File: src/verilog/inductive_setup_pkg.sv
// Shared constants and types for the inductive channel setup block
`default_nettype none
package inductive_setup_pkg;
    // Register indices; the byte address is four times the index
    localparam logic [4:0] IDX_RESULT0 = 5'h00;
    localparam logic [4:0] IDX_RESULT1 = 5'h02;
    localparam logic [4:0] IDX_CONV0 = 5'h08;
    localparam logic [4:0] IDX_CONV1 = 5'h09;
    localparam logic [4:0] IDX_SETTLE0 = 5'h10;
    localparam logic [4:0] IDX_SETTLE1 = 5'h11;
    localparam logic [4:0] IDX_DIV0 = 5'h14;
    localparam logic [4:0] IDX_DIV1 = 5'h15;
    localparam logic [4:0] IDX_FAULT = 5'h19;
    localparam logic [4:0] IDX_OPSET = 5'h1A;
    localparam logic [4:0] IDX_SCAN = 5'h1B;
    localparam logic [4:0] IDX_DRIVE0 = 5'h1E;
    localparam logic [4:0] IDX_DRIVE1 = 5'h1F;
    // Operating setup fields
    localparam int OP_CHAN_LSB = 14;
    localparam int OP_SLEEP = 13;
    localparam int OP_RP_OVR = 12;
    localparam int OP_ACT_SEL = 11;
    localparam int OP_AMP_DIS = 10;
    localparam int OP_REF_SRC = 9;
    // Scan setup fields
    localparam int SCAN_EN = 15;
    localparam int SCAN_SEQ_LSB = 13;
    localparam int GLITCH_LSB = 0;
    // Divider and drive fields
    localparam int DIV_FIN_LSB = 12;
    localparam int DIV_REF_MSB = 9;
    localparam int DRV_STEADY_LSB = 11;
    localparam int DRV_INIT_LSB = 6;
    // Reset values
    localparam logic [15:0] RST_OPSET = 16'h2801;
    localparam logic [15:0] RST_SCAN = 16'h0208;
    localparam logic [15:0] RST_CONV = 16'h0080;
    localparam logic [15:0] RST_SETTLE = 16'h0000;
    localparam logic [15:0] RST_DIV = 16'h0000;
    localparam logic [15:0] RST_FAULT = 16'h0000;
    localparam logic [15:0] RST_DRIVE = 16'h0000;
    // Timing; the switch delay is given in ns and converted to divided reference periods
    localparam int PHASE_MULT = 16;
    localparam int SWITCH_TIME_NS = 1000;
    localparam int SWITCH_REF_MHZ = 20;
    localparam logic [20:0] SWITCH_TICKS = 21'(SWITCH_TIME_NS * SWITCH_REF_MHZ / 1000);
    typedef enum logic [1:0] {ST_SLEEP, ST_SETTLE, ST_CONVERT, ST_SWITCH} state_t;
    typedef struct packed {
        logic channel;
        logic converting;
        logic sleeping;
        logic auto_calibration;
        logic amplitude_correction;
        logic full_activation;
        logic external_reference;
        logic [2:0] glitch_filter;
        logic [4:0] drive_code;
    } sensor_ctrl_t;
endpackage
`default_nettype wire

File: src/verilog/inductive_channel_setup.sv
// Setup registers and conversion sequencer of a two-channel inductive converter
// How it works
// Powers up asleep, no conversions
// Host writes operating setup last
// Host may use input divider one
// Host keeps divided reference above 4x
// Divider register: input high, reference low
// Settle lasts settle count times 16
// Conversion lasts conversion count times 16
// Channel switch adds about 1us
// Host fits timing inside sample period
// Fault reporting setup resets all disabled
// Drive register: steady high, initial below
// Scan enable converts channels in turn
// Sequence b00 scans channels 0, 1
// Glitch filter field selects bandwidth
// Scan setup reads back as written
// Active channel b00 selects channel 0
// Clearing sleep starts conversions
// Resistance override disables auto calibration
// Activation select b0 gives full current
// Amplitude correction disable bit honoured
// Reference source b1 uses external clock
// Results at indices 0x00 and 0x02
// Result holds until next conversion ends
`default_nettype none
module inductive_channel_setup (
    input wire logic aclk, // System clock, 100 MHz
    input wire logic aresetn, // Synchronous reset, active low
    input wire logic [7:0] awaddr, // Write address
    input wire logic awvalid, // Write address valid
    output logic awready, // Write address ready
    input wire logic [31:0] wdata, // Write data
    input wire logic [3:0] wstrb, // Write byte strobes
    input wire logic wvalid, // Write data valid
    output logic wready, // Write data ready
    output logic [1:0] bresp, // Write response
    output logic bvalid, // Write response valid
    input wire logic bready, // Write response ready
    input wire logic [7:0] araddr, // Read address
    input wire logic arvalid, // Read address valid
    output logic arready, // Read address ready
    output logic [31:0] rdata, // Read data
    output logic [1:0] rresp, // Read response
    output logic rvalid, // Read data valid
    input wire logic rready, // Read data ready
    input wire logic external_reference_input, // Reference clock pin, asynchronous
    input wire logic [1:0] sensor_in, // Squared tank oscillations, asynchronous
    output inductive_setup_pkg::sensor_ctrl_t sensor_ctrl // Controls toward the analog side
);
    localparam logic [1:0] RESP_OKAY = 2'h0;
    localparam logic [1:0] RESP_SLVERR = 2'h2;
    localparam logic [1:0] RESP_DECERR = 2'h3;

    // Index decode shared by the read and write paths
    function automatic logic is_mapped(input logic [4:0] idx);
        return idx inside {inductive_setup_pkg::IDX_RESULT0, inductive_setup_pkg::IDX_RESULT1,
            inductive_setup_pkg::IDX_CONV0, inductive_setup_pkg::IDX_CONV1,
            inductive_setup_pkg::IDX_SETTLE0, inductive_setup_pkg::IDX_SETTLE1,
            inductive_setup_pkg::IDX_DIV0, inductive_setup_pkg::IDX_DIV1,
            inductive_setup_pkg::IDX_FAULT, inductive_setup_pkg::IDX_OPSET,
            inductive_setup_pkg::IDX_SCAN, inductive_setup_pkg::IDX_DRIVE0,
            inductive_setup_pkg::IDX_DRIVE1};
    endfunction

    // Byte-lane merge for the 16-bit registers
    function automatic logic [15:0] merge(input logic [15:0] old, input logic [31:0] d,
                                          input logic [3:0] s);
        return {s[1] ? d[15:8] : old[15:8], s[0] ? d[7:0] : old[7:0]};
    endfunction

    logic [15:0] conv_count [2];
    logic [15:0] settle_count [2];
    logic [15:0] dividers [2];
    logic [15:0] drive_level [2];
    logic [15:0] result [2];
    logic [15:0] fault_setup;
    logic [15:0] opset;
    logic [15:0] scan_setup;
    logic [4:0] aw_idx;
    logic aw_out;
    logic wr_go;
    logic rd_ok;
    logic [20:0] conv_steps;
    logic [31:0] w_data;
    logic [3:0] w_strb;
    logic do_wr;
    logic wr_refused;
    logic wr_ro;
    logic [15:0] rd_word;
    inductive_setup_pkg::state_t state;
    logic cur_ch;
    logic next_ch;
    logic [20:0] phase_cnt;
    logic [20:0] target;
    logic [9:0] ref_cnt;
    logic [9:0] ref_div;
    logic [3:0] fin_cnt;
    logic [3:0] fin_div;
    logic [15:0] acc;
    logic src_tick;
    logic step;
    logic phase_end;
    logic sens_tick;
    logic [2:0] ext_sync;
    logic [2:0] sens_sync [2];
    logic [1:0] sens_edge;

    // Write channel: address and data are held until both are here
    assign do_wr = !awready && !wready && !bvalid;
    // An out-of-range address must not alias onto a real register
    assign wr_go = do_wr && !aw_out;
    assign wr_ro = aw_idx inside {inductive_setup_pkg::IDX_RESULT0,
                                  inductive_setup_pkg::IDX_RESULT1};
    // Setup is frozen unless asleep; only the operating setup can stop it
    assign wr_refused = state != inductive_setup_pkg::ST_SLEEP
                        && aw_idx != inductive_setup_pkg::IDX_OPSET;

    always_ff @(posedge aclk) begin
        if (!aresetn) begin
            awready <= 1'b1;
            wready <= 1'b1;
            bvalid <= 1'b0;
            bresp <= RESP_OKAY;
            aw_idx <= 5'h00;
            aw_out <= 1'b0;
            w_data <= 32'h0000_0000;
            w_strb <= 4'h0;
        end else begin
            if (awvalid && awready) begin
                awready <= 1'b0;
                aw_idx <= awaddr[6:2];
                aw_out <= awaddr[7];
            end
            if (wvalid && wready) begin
                wready <= 1'b0;
                w_data <= wdata;
                w_strb <= wstrb;
            end
            if (do_wr) begin
                bvalid <= 1'b1;
                if (!is_mapped(aw_idx) || aw_out) begin
                    bresp <= RESP_DECERR;
                end else if (wr_ro || wr_refused) begin
                    bresp <= RESP_SLVERR;
                end else begin
                    bresp <= RESP_OKAY;
                end
            end
            if (bvalid && bready) begin
                bvalid <= 1'b0;
                awready <= 1'b1;
                wready <= 1'b1;
            end
        end
    end

    // Per-channel setup registers
    for (genvar c = 0; c < 2; c++) begin : g_chan_regs
        always_ff @(posedge aclk) begin
            if (!aresetn) begin
                conv_count[c] <= inductive_setup_pkg::RST_CONV;
                settle_count[c] <= inductive_setup_pkg::RST_SETTLE;
                dividers[c] <= inductive_setup_pkg::RST_DIV;
                drive_level[c] <= inductive_setup_pkg::RST_DRIVE;
            end else if (wr_go && !wr_refused) begin
                if (aw_idx == inductive_setup_pkg::IDX_CONV0 + 5'(c)) begin
                    conv_count[c] <= merge(conv_count[c], w_data, w_strb);
                end
                if (aw_idx == inductive_setup_pkg::IDX_SETTLE0 + 5'(c)) begin
                    settle_count[c] <= merge(settle_count[c], w_data, w_strb);
                end
                if (aw_idx == inductive_setup_pkg::IDX_DIV0 + 5'(c)) begin
                    dividers[c] <= merge(dividers[c], w_data, w_strb);
                end
                if (aw_idx == inductive_setup_pkg::IDX_DRIVE0 + 5'(c)) begin
                    drive_level[c] <= merge(drive_level[c], w_data, w_strb);
                end
            end
        end
    end

    // Global setup registers; sleep comes out of reset set
    always_ff @(posedge aclk) begin
        if (!aresetn) begin
            fault_setup <= inductive_setup_pkg::RST_FAULT;
            opset <= inductive_setup_pkg::RST_OPSET;
            scan_setup <= inductive_setup_pkg::RST_SCAN;
        end else if (wr_go) begin
            if (aw_idx == inductive_setup_pkg::IDX_OPSET) begin
                opset <= merge(opset, w_data, w_strb);
            end
            if (aw_idx == inductive_setup_pkg::IDX_FAULT && !wr_refused) begin
                fault_setup <= merge(fault_setup, w_data, w_strb);
            end
            if (aw_idx == inductive_setup_pkg::IDX_SCAN && !wr_refused) begin
                scan_setup <= merge(scan_setup, w_data, w_strb);
            end
        end
    end

    // Read mux; results sit at indices 0x00 and 0x02
    always_comb begin
        unique case (araddr[6:2])
            inductive_setup_pkg::IDX_RESULT0: rd_word = result[0];
            inductive_setup_pkg::IDX_RESULT1: rd_word = result[1];
            inductive_setup_pkg::IDX_CONV0: rd_word = conv_count[0];
            inductive_setup_pkg::IDX_CONV1: rd_word = conv_count[1];
            inductive_setup_pkg::IDX_SETTLE0: rd_word = settle_count[0];
            inductive_setup_pkg::IDX_SETTLE1: rd_word = settle_count[1];
            inductive_setup_pkg::IDX_DIV0: rd_word = dividers[0];
            inductive_setup_pkg::IDX_DIV1: rd_word = dividers[1];
            inductive_setup_pkg::IDX_FAULT: rd_word = fault_setup;
            inductive_setup_pkg::IDX_OPSET: rd_word = opset;
            inductive_setup_pkg::IDX_SCAN: rd_word = scan_setup;
            inductive_setup_pkg::IDX_DRIVE0: rd_word = drive_level[0];
            inductive_setup_pkg::IDX_DRIVE1: rd_word = drive_level[1];
            default: rd_word = 16'h0000;
        endcase
    end

    // Unmapped reads answer zero data
    assign rd_ok = is_mapped(araddr[6:2]) && !araddr[7];

    // Read channel: one-cycle answer, held until taken
    always_ff @(posedge aclk) begin
        if (!aresetn) begin
            arready <= 1'b1;
            rvalid <= 1'b0;
            rdata <= 32'h0000_0000;
            rresp <= RESP_OKAY;
        end else if (arvalid && arready) begin
            arready <= 1'b0;
            rvalid <= 1'b1;
            rdata <= {16'h0000, rd_ok ? rd_word : 16'h0000};
            rresp <= rd_ok ? RESP_OKAY : RESP_DECERR;
        end else if (rvalid && rready) begin
            rvalid <= 1'b0;
            arready <= 1'b1;
        end
    end

    // Pin synchronisers; stage 2 feeds the edge detectors
    always_ff @(posedge aclk) begin
        if (!aresetn) begin
            ext_sync <= 3'h0;
        end else begin
            ext_sync <= {ext_sync[1:0], external_reference_input};
        end
    end
    for (genvar c = 0; c < 2; c++) begin : g_sens_sync
        always_ff @(posedge aclk) begin
            if (!aresetn) begin
                sens_sync[c] <= 3'h0;
            end else begin
                sens_sync[c] <= {sens_sync[c][1:0], sensor_in[c]};
            end
        end
        assign sens_edge[c] = sens_sync[c][1] && !sens_sync[c][2];
    end

    // Reference and sensor prescalers for the channel in hand
    assign src_tick = opset[inductive_setup_pkg::OP_REF_SRC] ? (ext_sync[1] && !ext_sync[2])
                                                             : 1'b1;
    assign ref_div = (dividers[cur_ch][inductive_setup_pkg::DIV_REF_MSB:0] == 10'h000) ? 10'h001
                     : dividers[cur_ch][inductive_setup_pkg::DIV_REF_MSB:0];
    assign fin_div = (dividers[cur_ch][15:inductive_setup_pkg::DIV_FIN_LSB] == 4'h0) ? 4'h1
                     : dividers[cur_ch][15:inductive_setup_pkg::DIV_FIN_LSB];
    assign step = src_tick && (ref_cnt >= ref_div - 10'h001);
    assign sens_tick = sens_edge[cur_ch] && (fin_cnt >= fin_div - 4'h1);

    // Length of the current phase in divided reference periods
    always_comb begin
        unique case (state)
            inductive_setup_pkg::ST_SETTLE:
                target = {1'b0, settle_count[cur_ch], 4'h0};
            inductive_setup_pkg::ST_CONVERT:
                target = {1'b0, conv_count[cur_ch], 4'h0};
            inductive_setup_pkg::ST_SWITCH: target = inductive_setup_pkg::SWITCH_TICKS;
            inductive_setup_pkg::ST_SLEEP: target = 21'h00_0000;
        endcase
    end
    assign phase_end = step && (phase_cnt + 21'h00_0001 >= target);

    // Channel after a conversion: alternate when scanning, else the active one
    assign next_ch = scan_setup[inductive_setup_pkg::SCAN_EN] ? !cur_ch
                     : opset[inductive_setup_pkg::OP_CHAN_LSB];

    // Prescaler counters
    always_ff @(posedge aclk) begin
        if (!aresetn || state == inductive_setup_pkg::ST_SLEEP) begin
            ref_cnt <= 10'h000;
            fin_cnt <= 4'h0;
        end else begin
            if (src_tick) begin
                ref_cnt <= step ? 10'h000 : ref_cnt + 10'h001;
            end
            if (sens_edge[cur_ch]) begin
                fin_cnt <= sens_tick ? 4'h0 : fin_cnt + 4'h1;
            end
        end
    end

    // Sequencer; a sleep write stops it at once, mid-conversion results are dropped
    always_ff @(posedge aclk) begin
        if (!aresetn) begin
            state <= inductive_setup_pkg::ST_SLEEP;
            cur_ch <= 1'b0;
            phase_cnt <= 21'h00_0000;
            acc <= 16'h0000;
        end else if (opset[inductive_setup_pkg::OP_SLEEP]) begin
            state <= inductive_setup_pkg::ST_SLEEP;
            phase_cnt <= 21'h00_0000;
        end else begin
            if (phase_end || state == inductive_setup_pkg::ST_SLEEP) begin
                phase_cnt <= 21'h00_0000;
            end else if (step) begin
                phase_cnt <= phase_cnt + 21'h00_0001;
            end
            if (state != inductive_setup_pkg::ST_CONVERT || phase_end) begin
                acc <= 16'h0000;
            end else if (sens_tick && acc != 16'hFFFF) begin
                acc <= acc + 16'h0001;
            end
            unique case (state)
                inductive_setup_pkg::ST_SLEEP: begin
                    state <= inductive_setup_pkg::ST_SETTLE;
                    cur_ch <= scan_setup[inductive_setup_pkg::SCAN_EN] ? 1'b0
                              : opset[inductive_setup_pkg::OP_CHAN_LSB];
                end
                inductive_setup_pkg::ST_SETTLE: begin
                    if (phase_end) state <= inductive_setup_pkg::ST_CONVERT;
                end
                inductive_setup_pkg::ST_CONVERT: begin
                    if (phase_end && next_ch != cur_ch) begin
                        state <= inductive_setup_pkg::ST_SWITCH;
                        cur_ch <= next_ch;
                    end
                end
                inductive_setup_pkg::ST_SWITCH: begin
                    if (phase_end) state <= inductive_setup_pkg::ST_SETTLE;
                end
            endcase
        end
    end

    // Results update only when their channel finishes a conversion
    for (genvar c = 0; c < 2; c++) begin : g_results
        always_ff @(posedge aclk) begin
            if (!aresetn) begin
                result[c] <= 16'h0000;
            end else if (state == inductive_setup_pkg::ST_CONVERT && phase_end
                         && cur_ch == 1'(c) && !opset[inductive_setup_pkg::OP_SLEEP]) begin
                result[c] <= acc;
            end
        end
    end

    // Analog controls; initial drive applies while the tank settles
    always_ff @(posedge aclk) begin
        if (!aresetn) begin
            sensor_ctrl <= '0;
        end else begin
            sensor_ctrl.channel <= cur_ch;
            sensor_ctrl.converting <= state == inductive_setup_pkg::ST_CONVERT;
            sensor_ctrl.sleeping <= state == inductive_setup_pkg::ST_SLEEP;
            sensor_ctrl.auto_calibration <= !opset[inductive_setup_pkg::OP_RP_OVR];
            sensor_ctrl.amplitude_correction <= !opset[inductive_setup_pkg::OP_AMP_DIS];
            sensor_ctrl.full_activation <= !opset[inductive_setup_pkg::OP_ACT_SEL];
            sensor_ctrl.external_reference <= opset[inductive_setup_pkg::OP_REF_SRC];
            sensor_ctrl.glitch_filter <= scan_setup[inductive_setup_pkg::GLITCH_LSB +: 3];
            sensor_ctrl.drive_code <= state == inductive_setup_pkg::ST_SETTLE
                ? drive_level[cur_ch][inductive_setup_pkg::DRV_INIT_LSB +: 5]
                : drive_level[cur_ch][inductive_setup_pkg::DRV_STEADY_LSB +: 5];
        end
    end

    // Separate count of reference periods per conversion, for the length check
    always_ff @(posedge aclk) begin
        if (!aresetn || state != inductive_setup_pkg::ST_CONVERT || phase_end) begin
            conv_steps <= 21'h00_0000;
        end else if (step) begin
            conv_steps <= conv_steps + 21'h00_0001;
        end
    end
endmodule // inductive_channel_setup
`default_nettype wire

File: config.mk
export PLATFORM = sky130hd
export DESIGN_NAME = inductive_channel_setup
export DESIGN_NICKNAME = d
export VERILOG_FILES = /design/src/verilog/inductive_setup_pkg.sv /design/src/verilog/inductive_channel_setup.sv
export SDC_FILE = /design/constraint.sdc
export NUM_CORES = 1
export LEC_CHECK = 0
export BUFFER_PORTS_ARGS = -buffer_cell sky130_fd_sc_hd__buf_2
export CAP_MARGIN = 0
export CORE_MARGIN = 2
export CORE_UTILIZATION = 37
export DETAILED_ROUTE_END_ITERATION = 16
export HOLD_SLACK_MARGIN = 0.15
export PLACE_DENSITY_LB_ADDON = 0.12
export SYNTH_ARGS = -nofsm -noshare
export SYNTH_HDL_FRONTEND = slang
export SYNTH_SLANG_ARGS = --single-unit
File: constraint.sdc
create_clock -name aclk -period 5.4 [get_ports aclk]
set_input_delay 0.81 -clock aclk [delete_from_list [all_inputs] [get_ports aclk]]
set_output_delay 0.81 -clock aclk [all_outputs]
set_load 0.02 [all_outputs]
==> flow_metrics.env, run 1 <==
export IMPL_status="finished clean"
export IMPL_critical_path_slowest_cell="edfxtp_1"
export IMPL_yosysSeqAreaShare=0.506
export IMPL_start_kind="flop"
export IMPL_final_core_util=0.426
export IMPL_comb_power_share=0.044
export IMPL_pwr_share_seq=0.492
export IMPL_crit_buf_inv=2
export IMPL_viasPerCell=5.40
export IMPL_grt_max_degree=76
export IMPL_yosys_area_top_type="edfxtp_1"
export IMPL_placed_area_sq_um=17500
export IMPL_fin_skew_ns=0.0110
export IMPL_first_global_vias=11839
export IMPL_gp_congestion=0.838
export IMPL_final_cell_mix="179 x and2_1, 174 x dfxtp_1, 161 x nand2_1, 160 x edfxtp_1, 79 x nor2_1"
export IMPL_antenna_found_initial=2
export IMPL_vias=12201
export IMPL_rows=77
export IMPL_synth_area_sq_um=16400
export IMPL_avgSynthCellArea_sq_um=10.4
export IMPL_fin_nets=1744
export IMPL_layout_min_cycle_time_ns=5.01
export IMPL_rsz0062_at_grt="no"
export IMPL_synthCells=1580
export IMPL_cts_buffer_depth=3
export IMPL_clock_latency_ns=0.56
export IMPL_layout_drive_gt1_share=0.143
export IMPL_required_ns=5.66
export IMPL_hold_buffers=0
export IMPL_dr_pass1_iters=7
export IMPL_diodes=0
export IMPL_p_int_uw=4330
export IMPL_clk_pin_slew_ns=0.06
export IMPL_htreeDepth=2
export IMPL_async_flop_share=0
export IMPL_cts_made_buffers=39
export IMPL_path_max_fanout=11
export IMPL_postLayoutCellArea_sq_um=18800
export IMPL_setup_viol=0
export IMPL_ys_types=70
export IMPL_path_cells="o32a_1 > or3_1 > or2_1 > o211ai_1 > o31a_1 > inv_1 > ha_1 > nand2_1 > nor2_1 > xnor2_1 > nor2_1 > a21oi_1 > ha_1 > nor3_1 > o21ai_1 > o211ai_1 > or2_1 > a41oi_4 > nand3b_1 > o21ai_1 > buf_4"
export IMPL_die_area_sq_um=46100
export IMPL_finalHoldViolations=0
export IMPL_netlist_top_cells_area="edfxtp_1 29%, dfxtp_1 21%, and2_1 6.8%, mux2i_1 4.0%, nand2_1 3.7%"
export IMPL_grt_overflow=0
export IMPL_hp_class="flop to flop"
export IMPL_coreArea_sq_um=44000
export IMPL_synthToLayoutAreaGrowth_pct=14.3
export IMPL_avgRoutedWirePerCell_um=23.1
export IMPL_die_w_um=215
export IMPL_crit_type="flop to flop"
export IMPL_portBuffers=79
export IMPL_slew_headroom=0.235
export IMPL_design_power_total_uw=5690
export IMPL_die_y_um=215
export IMPL_fill_cells=4275
export IMPL_pwr_share_clk=0.464
export IMPL_initial_utilization=0.373
export IMPL_grt_util_all_layers=0.224
export IMPL_drt_iter0_drc=969
export IMPL_cts_tree="yes"
export IMPL_grt_pass1_wl_um=77300
export IMPL_root_buffer="clkbuf_16"
export IMPL_cts_sinks=335
export IMPL_drt_wl_total_um=52200
export IMPL_ir_worst_vdd_mv=0.220
export IMPL_synth_top_area_share=0.292
export IMPL_cp_end_kind="flop"
export IMPL_cap_violations=0
export IMPL_synth_edf_count=160
export IMPL_hpwl_um=35800
export IMPL_leakage_uw=0.00721
export IMPL_route_detailed_drc=0
export IMPL_fmax_mhz=200
export IMPL_ys_warnings_count=0
export IMPL_cp_arrival_ns=5.27
export IMPL_final_common_cell="and2_1"
export IMPL_fin_crit_sh=0.928
export IMPL_drv_slew=0
export IMPL_whs_ns=0.433
export IMPL_swShare=0.238
export IMPL_crit_family="compound AO/OA/AOI/OAI gates"
export IMPL_ioPinCount=118
export IMPL_power_density_nw_per_um2=303
export IMPL_p_switching_uw=1350
export IMPL_synth_seq_cells=335
export IMPL_final_antenna_net_count=0
export IMPL_synth_flop_cell="dfxtp_1"
export IMPL_cpPeakStageDelay_ns=0.44
export IMPL_worst_pin_slew_ns=1.14
export IMPL_tns_ns=0
path summary, 6_finish.rpt:
path / cells past startpoint / slack, ns / to / startpoint
worst max-delay path: 21 / 0.39 / result[0][2] / dividers[0][3]
worst min-delay path: 1 / 0.43 / ext_sync[1] / ext_sync[0]
worst max register to register: 21 / 0.39 / result[0][2] / dividers[0][3]
worst min register to register: 1 / 0.43 / ext_sync[1] / ext_sync[0]
logic make-up after synthesis:
kind of cell	count (synthesis)	share of synthesized area
AO/OA/AOI/OAI	277	0.126
AND/OR/NAND/NOR	628	0.201
XOR/XNOR	59	0.0315
buffers and inverters	138	0.0356
other	1	0.000228
multiplexers	99	0.0663
flip-flops	335	0.506
adder cells (fa/ha/maj)	43	0.0327
cells in the mapped netlist, types with 7 or more instances:
library cell	count
and2_1	179
dfxtp_1	175
nand2_1	161
edfxtp_1	160
clkbuf_1	89
nor2_1	83
nor2b_1	67
mux2i_1	65
a22oi_1	46
ha_1	43
a21oi_1	40
xor2_1	34
a221oi_1	33
nand3_1	30
mux2_2	29
a21boi_0	27
nor3_1	27
o21ai_0	27
xnor2_1	25
inv_1	20
a22o_1	18
a31oi_1	18
buf_4	17
a222oi_1	16
nand2b_1	15
nand4_1	14
and3_1	13
or3_1	9
a21o_1	8
buf_1	8
o211ai_1	7
state kept, by name (all words and copies together), names as in the netlist, 5 cells and up, named ones only:
name,count
acc,16
aw_idx,5
conv_count,32
dividers,32
drive_level,32
fault_setup,16
opset,16
phase_cnt,21
rdata,16
ref_cnt,10
result,32
scan_setup,16
sens_sync,6
sensor_ctrl,15
settle_count,32
w_data,16
per-stage QoR:
| stage | instances | worst slack, ns |
|---|---|---|
| 6_report | 2261 | 0.391 |
| 5_1_grt | 2261 | 0.00594 |
| 4_1_cts | 2256 | 0.289 |
| 3_5_place_dp | 2185 | 0.316 |
| 3_3_place_gp | 2185 | 0.365 |
| 2_1_floorplan | 1595 | -0.139 |
routing by layer:
| layer | up-vias | share of wire | wire (um) | global-route usage |
|---|---|---|---|---|
| met2 | 435 | 0.45 | 23400 | 0.348 |
| met5 | - | 0.00044 | 23 | 0 |
| met4 | 4 | 0.033 | 1740 | 0.0847 |
| met1 | 5914 | 0.45 | 23300 | 0.309 |
| li1 | 5757 | - | - | - |
| met3 | 91 | 0.071 | 3700 | 0.0439 |
area by class of cell:
class | count | area, sq um | share of cell area
sequential | 335 | 8310 | 0.442
multi-input combinational | 1122 | 7690 | 0.409
clock buffer | 53 | 1100 | 0.0585
tap | 592 | 741 | 0.0394
timing repair buffer | 120 | 706 | 0.0376
clock inverter | 18 | 159 | 0.00846
inverter | 21 | 78.8 | 0.00420
repair_timing:
| item | CTS | global route |
|---|---|---|
| setup buffers | 0 | 5 |
| resized for setup | 0 | 1 |
| setup endpoints to repair | 0 | 39 |
power groups by stage:
stage	logic (uW)	clock network (uW)	registers, uW
global placement	249	0	2850
global route	271	2800	2810
floorplan	173	0	2810
detailed placement	251	0	2850
finish	250	2640	2800
CTS	252	2700	2800
No activity file was read; power rests on OpenSTA's default activity.
==> run 2, diff against run 1 <==
--- a/config.mk
+++ b/config.mk
@@ -8,7 +8,7 @@
 export BUFFER_PORTS_ARGS = -buffer_cell sky130_fd_sc_hd__buf_2
 export CAP_MARGIN = 0
 export CORE_MARGIN = 2
-export CORE_UTILIZATION = 37
+export CORE_UTILIZATION = 50
 export DETAILED_ROUTE_END_ITERATION = 16
 export HOLD_SLACK_MARGIN = 0.15
 export PLACE_DENSITY_LB_ADDON = 0.12
==> flow_metrics.env, run 2 (synthesized netlist as in run 1, its figures left out) <==
export IMPL_die_area_sq_um=34300
export IMPL_layout_setup_ws_ns=0.370
export IMPL_hpwl_um=32000
export IMPL_grt_overflow=0
export IMPL_p_int_uw=4310
export IMPL_avgRoutedWirePerCell_um=22.2
export IMPL_rows=66
export IMPL_start_kind="flop"
export IMPL_final_core_util=0.569
export IMPL_worst_pin_slew_ns=1.23
export IMPL_cts_sinks=335
export IMPL_whs_path_depth=1
export IMPL_hold_buffers=0
export IMPL_cp_end_kind="flop"
export IMPL_ff2ff_path_depth=21
export IMPL_fin_nets=1726
export IMPL_synthToLayoutAreaGrowth_pct=12.3
export IMPL_ir_worst_vdd_mv=0.301
export IMPL_grt_max_degree=77
export IMPL_finalHoldViolations=0
export IMPL_layout_min_cycle_time_ns=5.03
export IMPL_path_cells="o32a_1 > or3_1 > or2_1 > o211ai_1 > o31a_1 > inv_1 > ha_1 > nand2_1 > nor2_1 > nand2_1 > nor2_1 > xor2_1 > ha_1 > a2111oi_2 > o21ai_1 > o211ai_1 > or2_1 > a41oi_4 > or3_1 > or4_1 > nand3_1"
export IMPL_gp_congestion=0.916
export IMPL_drt_wl_total_um=46500
export IMPL_tns_ns=0
export IMPL_final_cell_mix="179 x and2_1, 174 x dfxtp_1, 161 x nand2_1, 160 x edfxtp_1"
export IMPL_rsz0062_at_grt="no"
export IMPL_timing_rr_start="dividers[0][3]"
export IMPL_slew_headroom=0.171
export IMPL_pwr_share_seq=0.500
export IMPL_drv_slew=0
export IMPL_r2r_slack_ns=0.37
export IMPL_hp_class="flop to flop"
export IMPL_cts_buffer_depth=3
export IMPL_initial_utilization=0.506
export IMPL_status="finished clean"
export IMPL_pwr_share_clk=0.457
export IMPL_die_w_um=185
export IMPL_r2r_end="acc[15]"
export IMPL_critical_path_slowest_cell="or3_1"
export IMPL_grt_pass1_wl_um=70600
export IMPL_dp_slack_ns=0.390
export IMPL_htreeDepth=2
export IMPL_portBuffers=79
export IMPL_final_antenna_net_count=0
export IMPL_fin_skew_ns=0.0157
export IMPL_fin_crit_sh=0.931
export IMPL_cts_made_buffers=38
export IMPL_clk_pin_slew_ns=0.06
export IMPL_coreArea_sq_um=32500
export IMPL_power_density_nw_per_um2=303
export IMPL_vias=12148
export IMPL_min_from="sens_sync[1][0]"
export IMPL_p_switching_uw=1290
export IMPL_final_common_cell="and2_1"
export IMPL_cts_tree="yes"
export IMPL_viasPerCell=5.80
export IMPL_dr_pass1_iters=6
export IMPL_ioPinCount=118
export IMPL_grt_util_all_layers=0.276
export IMPL_cts_resized=0
export IMPL_root_buffer="clkbuf_16"
export IMPL_crit_type="flop to flop"
export IMPL_cap_violations=0
export IMPL_fmax_mhz=199
export IMPL_setup_viol=0
export IMPL_die_y_um=185
export IMPL_whs_ns=0.434
export IMPL_cpPeakStageDelay_ns=0.62
export IMPL_layout_drive_gt1_share=0.133
export IMPL_cts_setup_buffers=0
export IMPL_drt_iter0_drc=1130
export IMPL_first_global_vias=11763
export IMPL_required_ns=5.88
export IMPL_hold_path_endpoint="sens_sync[1][1]"
export IMPL_cp_arrival_ns=5.51
export IMPL_comb_power_share=0.043
export IMPL_route_detailed_drc=0
export IMPL_path_max_fanout=10
export IMPL_leakage_uw=0.00710
export IMPL_clock_latency_ns=0.54
export IMPL_swShare=0.230
export IMPL_antenna_found_initial=0
run 2: per-layer routing:
layer  global-route usage  vias up  routed length, um
met5                    0        -                  0
met3               0.0635       76               4330
met4               0.0873        0               1320
li1                     -     5724                  -
met1                0.381     5844              19900
met2                0.430      504              21000
run 2: worst max-delay path: cells and delay by family, from the launching register on:
family	cells	cell delay (ns)
compound gates	7	1.45
xor+xnor	1	0.16
fa+ha+maj	2	0.42
buf+inv	1	0.09
flops	1	0.44
simple gates	10	2.41
run 2: area by class of cell:
cell class	instances	area [sq um]
Fill cell	2806	14000
Clock inverter	18	175
Sequential cell	335	8310
Clock buffer	52	1080
Multi-Input combinational cell	1122	7680
Inverter	21	78.8
Timing Repair Buffer	103	578
Antenna cell	1	2.50
Tap cell	442	553
run 2: power groups by stage:
| stage | sequential [uW] | clock (uW) | combinational [uW] |
|---|---|---|---|
| 2_1_floorplan | 2810 | 0 | 173 |
| 3_3_place_gp | 2850 | 0 | 236 |
| 3_5_place_dp | 2850 | 0 | 239 |
| 4_1_cts | 2800 | 2590 | 240 |
| 5_1_grt | 2810 | 2690 | 262 |
| 6_report | 2800 | 2560 | 239 |
run 2: through the flow:
| stage | total power (uW) | std cells | area (sq um) |
|---|---|---|---|
| after detailed placement | 3090 | 2023 | 17200 |
| after CTS | 5630 | 2093 | 18500 |
| after floorplan | 2980 | 1595 | 16500 |
| after global placement | 3080 | 2023 | 17200 |
| after global routing | 5760 | 2093 | 18500 |
| final | 5600 | 2094 | 18500 |
run 2: worst max-delay path by stage:
stage	slack [ns]	to	startpoint	cells after the start
2_1_floorplan	-0.14	result[0][0]	flop	19
3_3_place_gp	0.45	result[0][4]	dividers[0][3]	21
3_5_place_dp	0.39	acc[15]	dividers[0][3]	21
4_1_cts	0.37	acc[15]	dividers[0][3]	21
5_1_grt	0.05	acc[15]	dividers[0][3]	21
6_report	0.37	acc[15]	dividers[0][3]	21
==> run 3, diff against run 2 <==
--- a/config.mk
+++ b/config.mk
@@ -5,6 +5,7 @@
 export SDC_FILE = /design/constraint.sdc
 export NUM_CORES = 1
 export LEC_CHECK = 0
+export ABC_AREA = 1
 export BUFFER_PORTS_ARGS = -buffer_cell sky130_fd_sc_hd__buf_2
 export CAP_MARGIN = 0
 export CORE_MARGIN = 2
==> flow_metrics.env, run 3 <==
export IMPL_htreeDepth=2
export IMPL_finalHoldViolations=0
export IMPL_rsz0062_at_grt="no"
export IMPL_cts_sinks=335
export IMPL_netlist_top_cells_area="edfxtp_1 29%, dfxtp_1 21%, nor2_1 7.4%, nand2_1 6.1%, inv_1 5.9%"
export IMPL_whs_ns=0.407
export IMPL_synth_flop_cell="dfxtp_1"
export IMPL_tns_ns=0
export IMPL_register_area_sq_um=8310
export IMPL_fin_skew_ns=0.0128
export IMPL_die_area_sq_um=34200
export IMPL_yosys_area_top_type="edfxtp_1"
export IMPL_synth_area_sq_um=16300
export IMPL_cts_buffer_depth=3
export IMPL_crit_type="flop to flop"
export IMPL_die_y_um=185
export IMPL_leakage_uw=0.00728
export IMPL_required_ns=5.82
export IMPL_root_buffer="clkbuf_16"
export IMPL_grt_max_degree=90
export IMPL_status="finished clean"
export IMPL_synthCells=1994
export IMPL_start_kind="flop"
export IMPL_synthAdderAreaFrac=0.0329
export IMPL_postLayoutCellArea_sq_um=18300
export IMPL_final_common_cell="nor2_1"
export IMPL_hp_class="flop to flop"
export IMPL_synthToLayoutAreaGrowth_pct=12.0
export IMPL_worst_pin_slew_ns=1.27
export IMPL_multi_input_area_sq_um=6580
export IMPL_rows=66
export IMPL_grt_overflow=0
export IMPL_avgSynthCellArea_sq_um=8.20
export IMPL_portBuffers=79
export IMPL_synth_top_family_by_area="simple AND/OR/NAND/NOR gates"
export IMPL_ir_worst_vdd_mv=0.198
export IMPL_critical_path_slowest_cell="o21ai_0"
export IMPL_slew_headroom=0.144
export IMPL_coreArea_sq_um=32400
export IMPL_initial_utilization=0.505
export IMPL_path_cells="inv_1 > o21ai_0 > nor2_1 > a31oi_1 > ha_1 > inv_1 > nor2_1 > nand2_1 > xor2_1 > ha_1 > nand2_1 > nor2_1 > o211ai_1 > o2111ai_1 > nand2_1 > inv_1 > nand2_2 > buf_4 > nand3_4 > nand2_1 > nand2_1 > nand2_1 > nor2_1"
export IMPL_fin_crit_sh=0.892
export IMPL_async_flop_share=0
export IMPL_synth_top_area_share=0.294
export IMPL_diodes=0
export IMPL_critPathMostFrequentCell="nand2_1"
export IMPL_cts_tree="yes"
export IMPL_dr_pass1_iters=6
export IMPL_ys_types=47
export IMPL_synth_common_cells="324 x nor2_1, 266 x nand2_1, 255 x inv_1"
export IMPL_cts_setup_buffers=0
export IMPL_final_cell_mix="324 x nor2_1, 266 x nand2_1, 255 x inv_1, 174 x a21oi_1, 174 x dfxtp_1"
export IMPL_die_w_um=185
export IMPL_cts_resized=0
export IMPL_synthMuxAreaShare=0
export IMPL_viasPerCell=5.53
export IMPL_synth_compound_area_frac=0.147
export IMPL_setup_viol=0
export IMPL_antenna_found_initial=0
export IMPL_cpPeakStageDelay_ns=0.55
export IMPL_synthXorXnorAreaFrac=0.0220
export IMPL_placed_area_sq_um=17100
export IMPL_drt_iter0_drc=1648
export IMPL_ys_warnings_count=0
export IMPL_hold_buffers=0
export IMPL_drt_wl_total_um=48300
export IMPL_first_global_vias=12576
export IMPL_synthSimpleGateAreaFrac=0.197
export IMPL_cp_end_kind="flop"
export IMPL_avgRoutedWirePerCell_um=19.1
export IMPL_yosysSeqAreaShare=0.508
export IMPL_path_max_fanout=27
export IMPL_power_density_nw_per_um2=307
export IMPL_grt_util_all_layers=0.280
export IMPL_layout_min_cycle_time_ns=4.82
export IMPL_cap_violations=0
export IMPL_final_antenna_net_count=0
export IMPL_fin_nets=2156
export IMPL_fin_cells=2522
export IMPL_gp_congestion=0.917
export IMPL_clk_pin_slew_ns=0.06
export IMPL_cts_made_buffers=38
export IMPL_hpwl_um=34500
export IMPL_layout_drive_gt1_share=0.0923
export IMPL_synth_most_common_cell="nor2_1"
export IMPL_synth_edf_count=160
export IMPL_vias=13947
export IMPL_grt_pass1_wl_um=72200
export IMPL_synth_seq_cells=335
export IMPL_ioPinCount=118
export IMPL_route_detailed_drc=0
export IMPL_drv_slew=0
export IMPL_dp_cells=2453
export IMPL_clock_latency_ns=0.53
export IMPL_fill_cells=3065
export IMPL_fmax_mhz=208
export IMPL_cp_arrival_ns=5.23
==> run 3: changes by cell type in the layout (fill, tap and decap cells not counted), moves of 27 or more <==
cell	previous run	this run
a21boi_0	27	0
a22oi_1	46	0
a21oi_1	40	174
nand3_1	30	97
o21ai_0	25	172
inv_1	20	255
o22ai_1	1	32
mux2i_1	65	0
nor2_1	78	324
nor2b_1	67	0
and2_1	179	2
mux2_2	29	0
nand2_1	161	266
==> run 3: critical path, delay by kind of cell, from the launching register on <==
family | cells | cell delay (ns)
XOR/XNOR | 1 | 0.16
adder cells (fa/ha/maj) | 2 | 0.54
AND/OR/NAND/NOR | 12 | 1.80
flip-flops | 1 | 0.48
buffers and inverters | 4 | 0.65
AO/OA/AOI/OAI | 4 | 1.07
==> run 3: final timing paths <==
| check | slack, ns | to | cells past startpoint | startpoint |
|---|---|---|---|---|
| worst min-delay path | 0.41 | sens_sync[1][1] | 2 | sens_sync[1][0] |
| worst max register to register | 0.58 | acc[13] | 23 | flop |
| worst min register to register | 0.41 | sens_sync[1][1] | 2 | sens_sync[1][0] |
| worst max-delay path | 0.58 | acc[13] | 23 | flop |
==> run 3: area by class of cell <==
type,instances,share of cell area
Clock buffer,55,0.0616
Sequential cell,335,0.454
Clock inverter,14,0.00574
Inverter,263,0.0539
Timing Repair Buffer,113,0.0357
Multi-Input combinational cell,1300,0.359
Tap cell,442,0.0302
==> run 3: cells by family after synthesis <==
family | count (synthesis)
flops | 335
fa+ha+maj | 43
other cells | 1
xor+xnor | 41
buf+inv | 374
simple gates | 765
compound gates | 435
==> run 3: per-layer routing <==
layer / vias to the layer above / global-route usage / share of wire
met1: 6477 / 0.399 / 0.43
met4: 0 / 0.0873 / 0.030
met3: 91 / 0.0613 / 0.11
li1: 6718 / - / -
met5: - / 0 / 0
met2: 661 / 0.425 / 0.43
==> run 3: power by group <==
group          switching, uW  internal, uW  total (uW)
clock network           1050          1500        2550
registers               32.6          2720        2750
logic                    241          72.1         313
total                   1330          4300        5620
==> run 3: stage by stage <==
step / util / setup WS [ns] / total power (uW)
floorplan: - / 0.668 / 3000
global placement: 0.528 / 0.717 / 3110
detailed placement: 0.528 / 0.616 / 3110
CTS: 0.566 / 0.574 / 5640
global route: 0.566 / 0.146 / 5780
finish: 0.566 / 0.584 / 5620
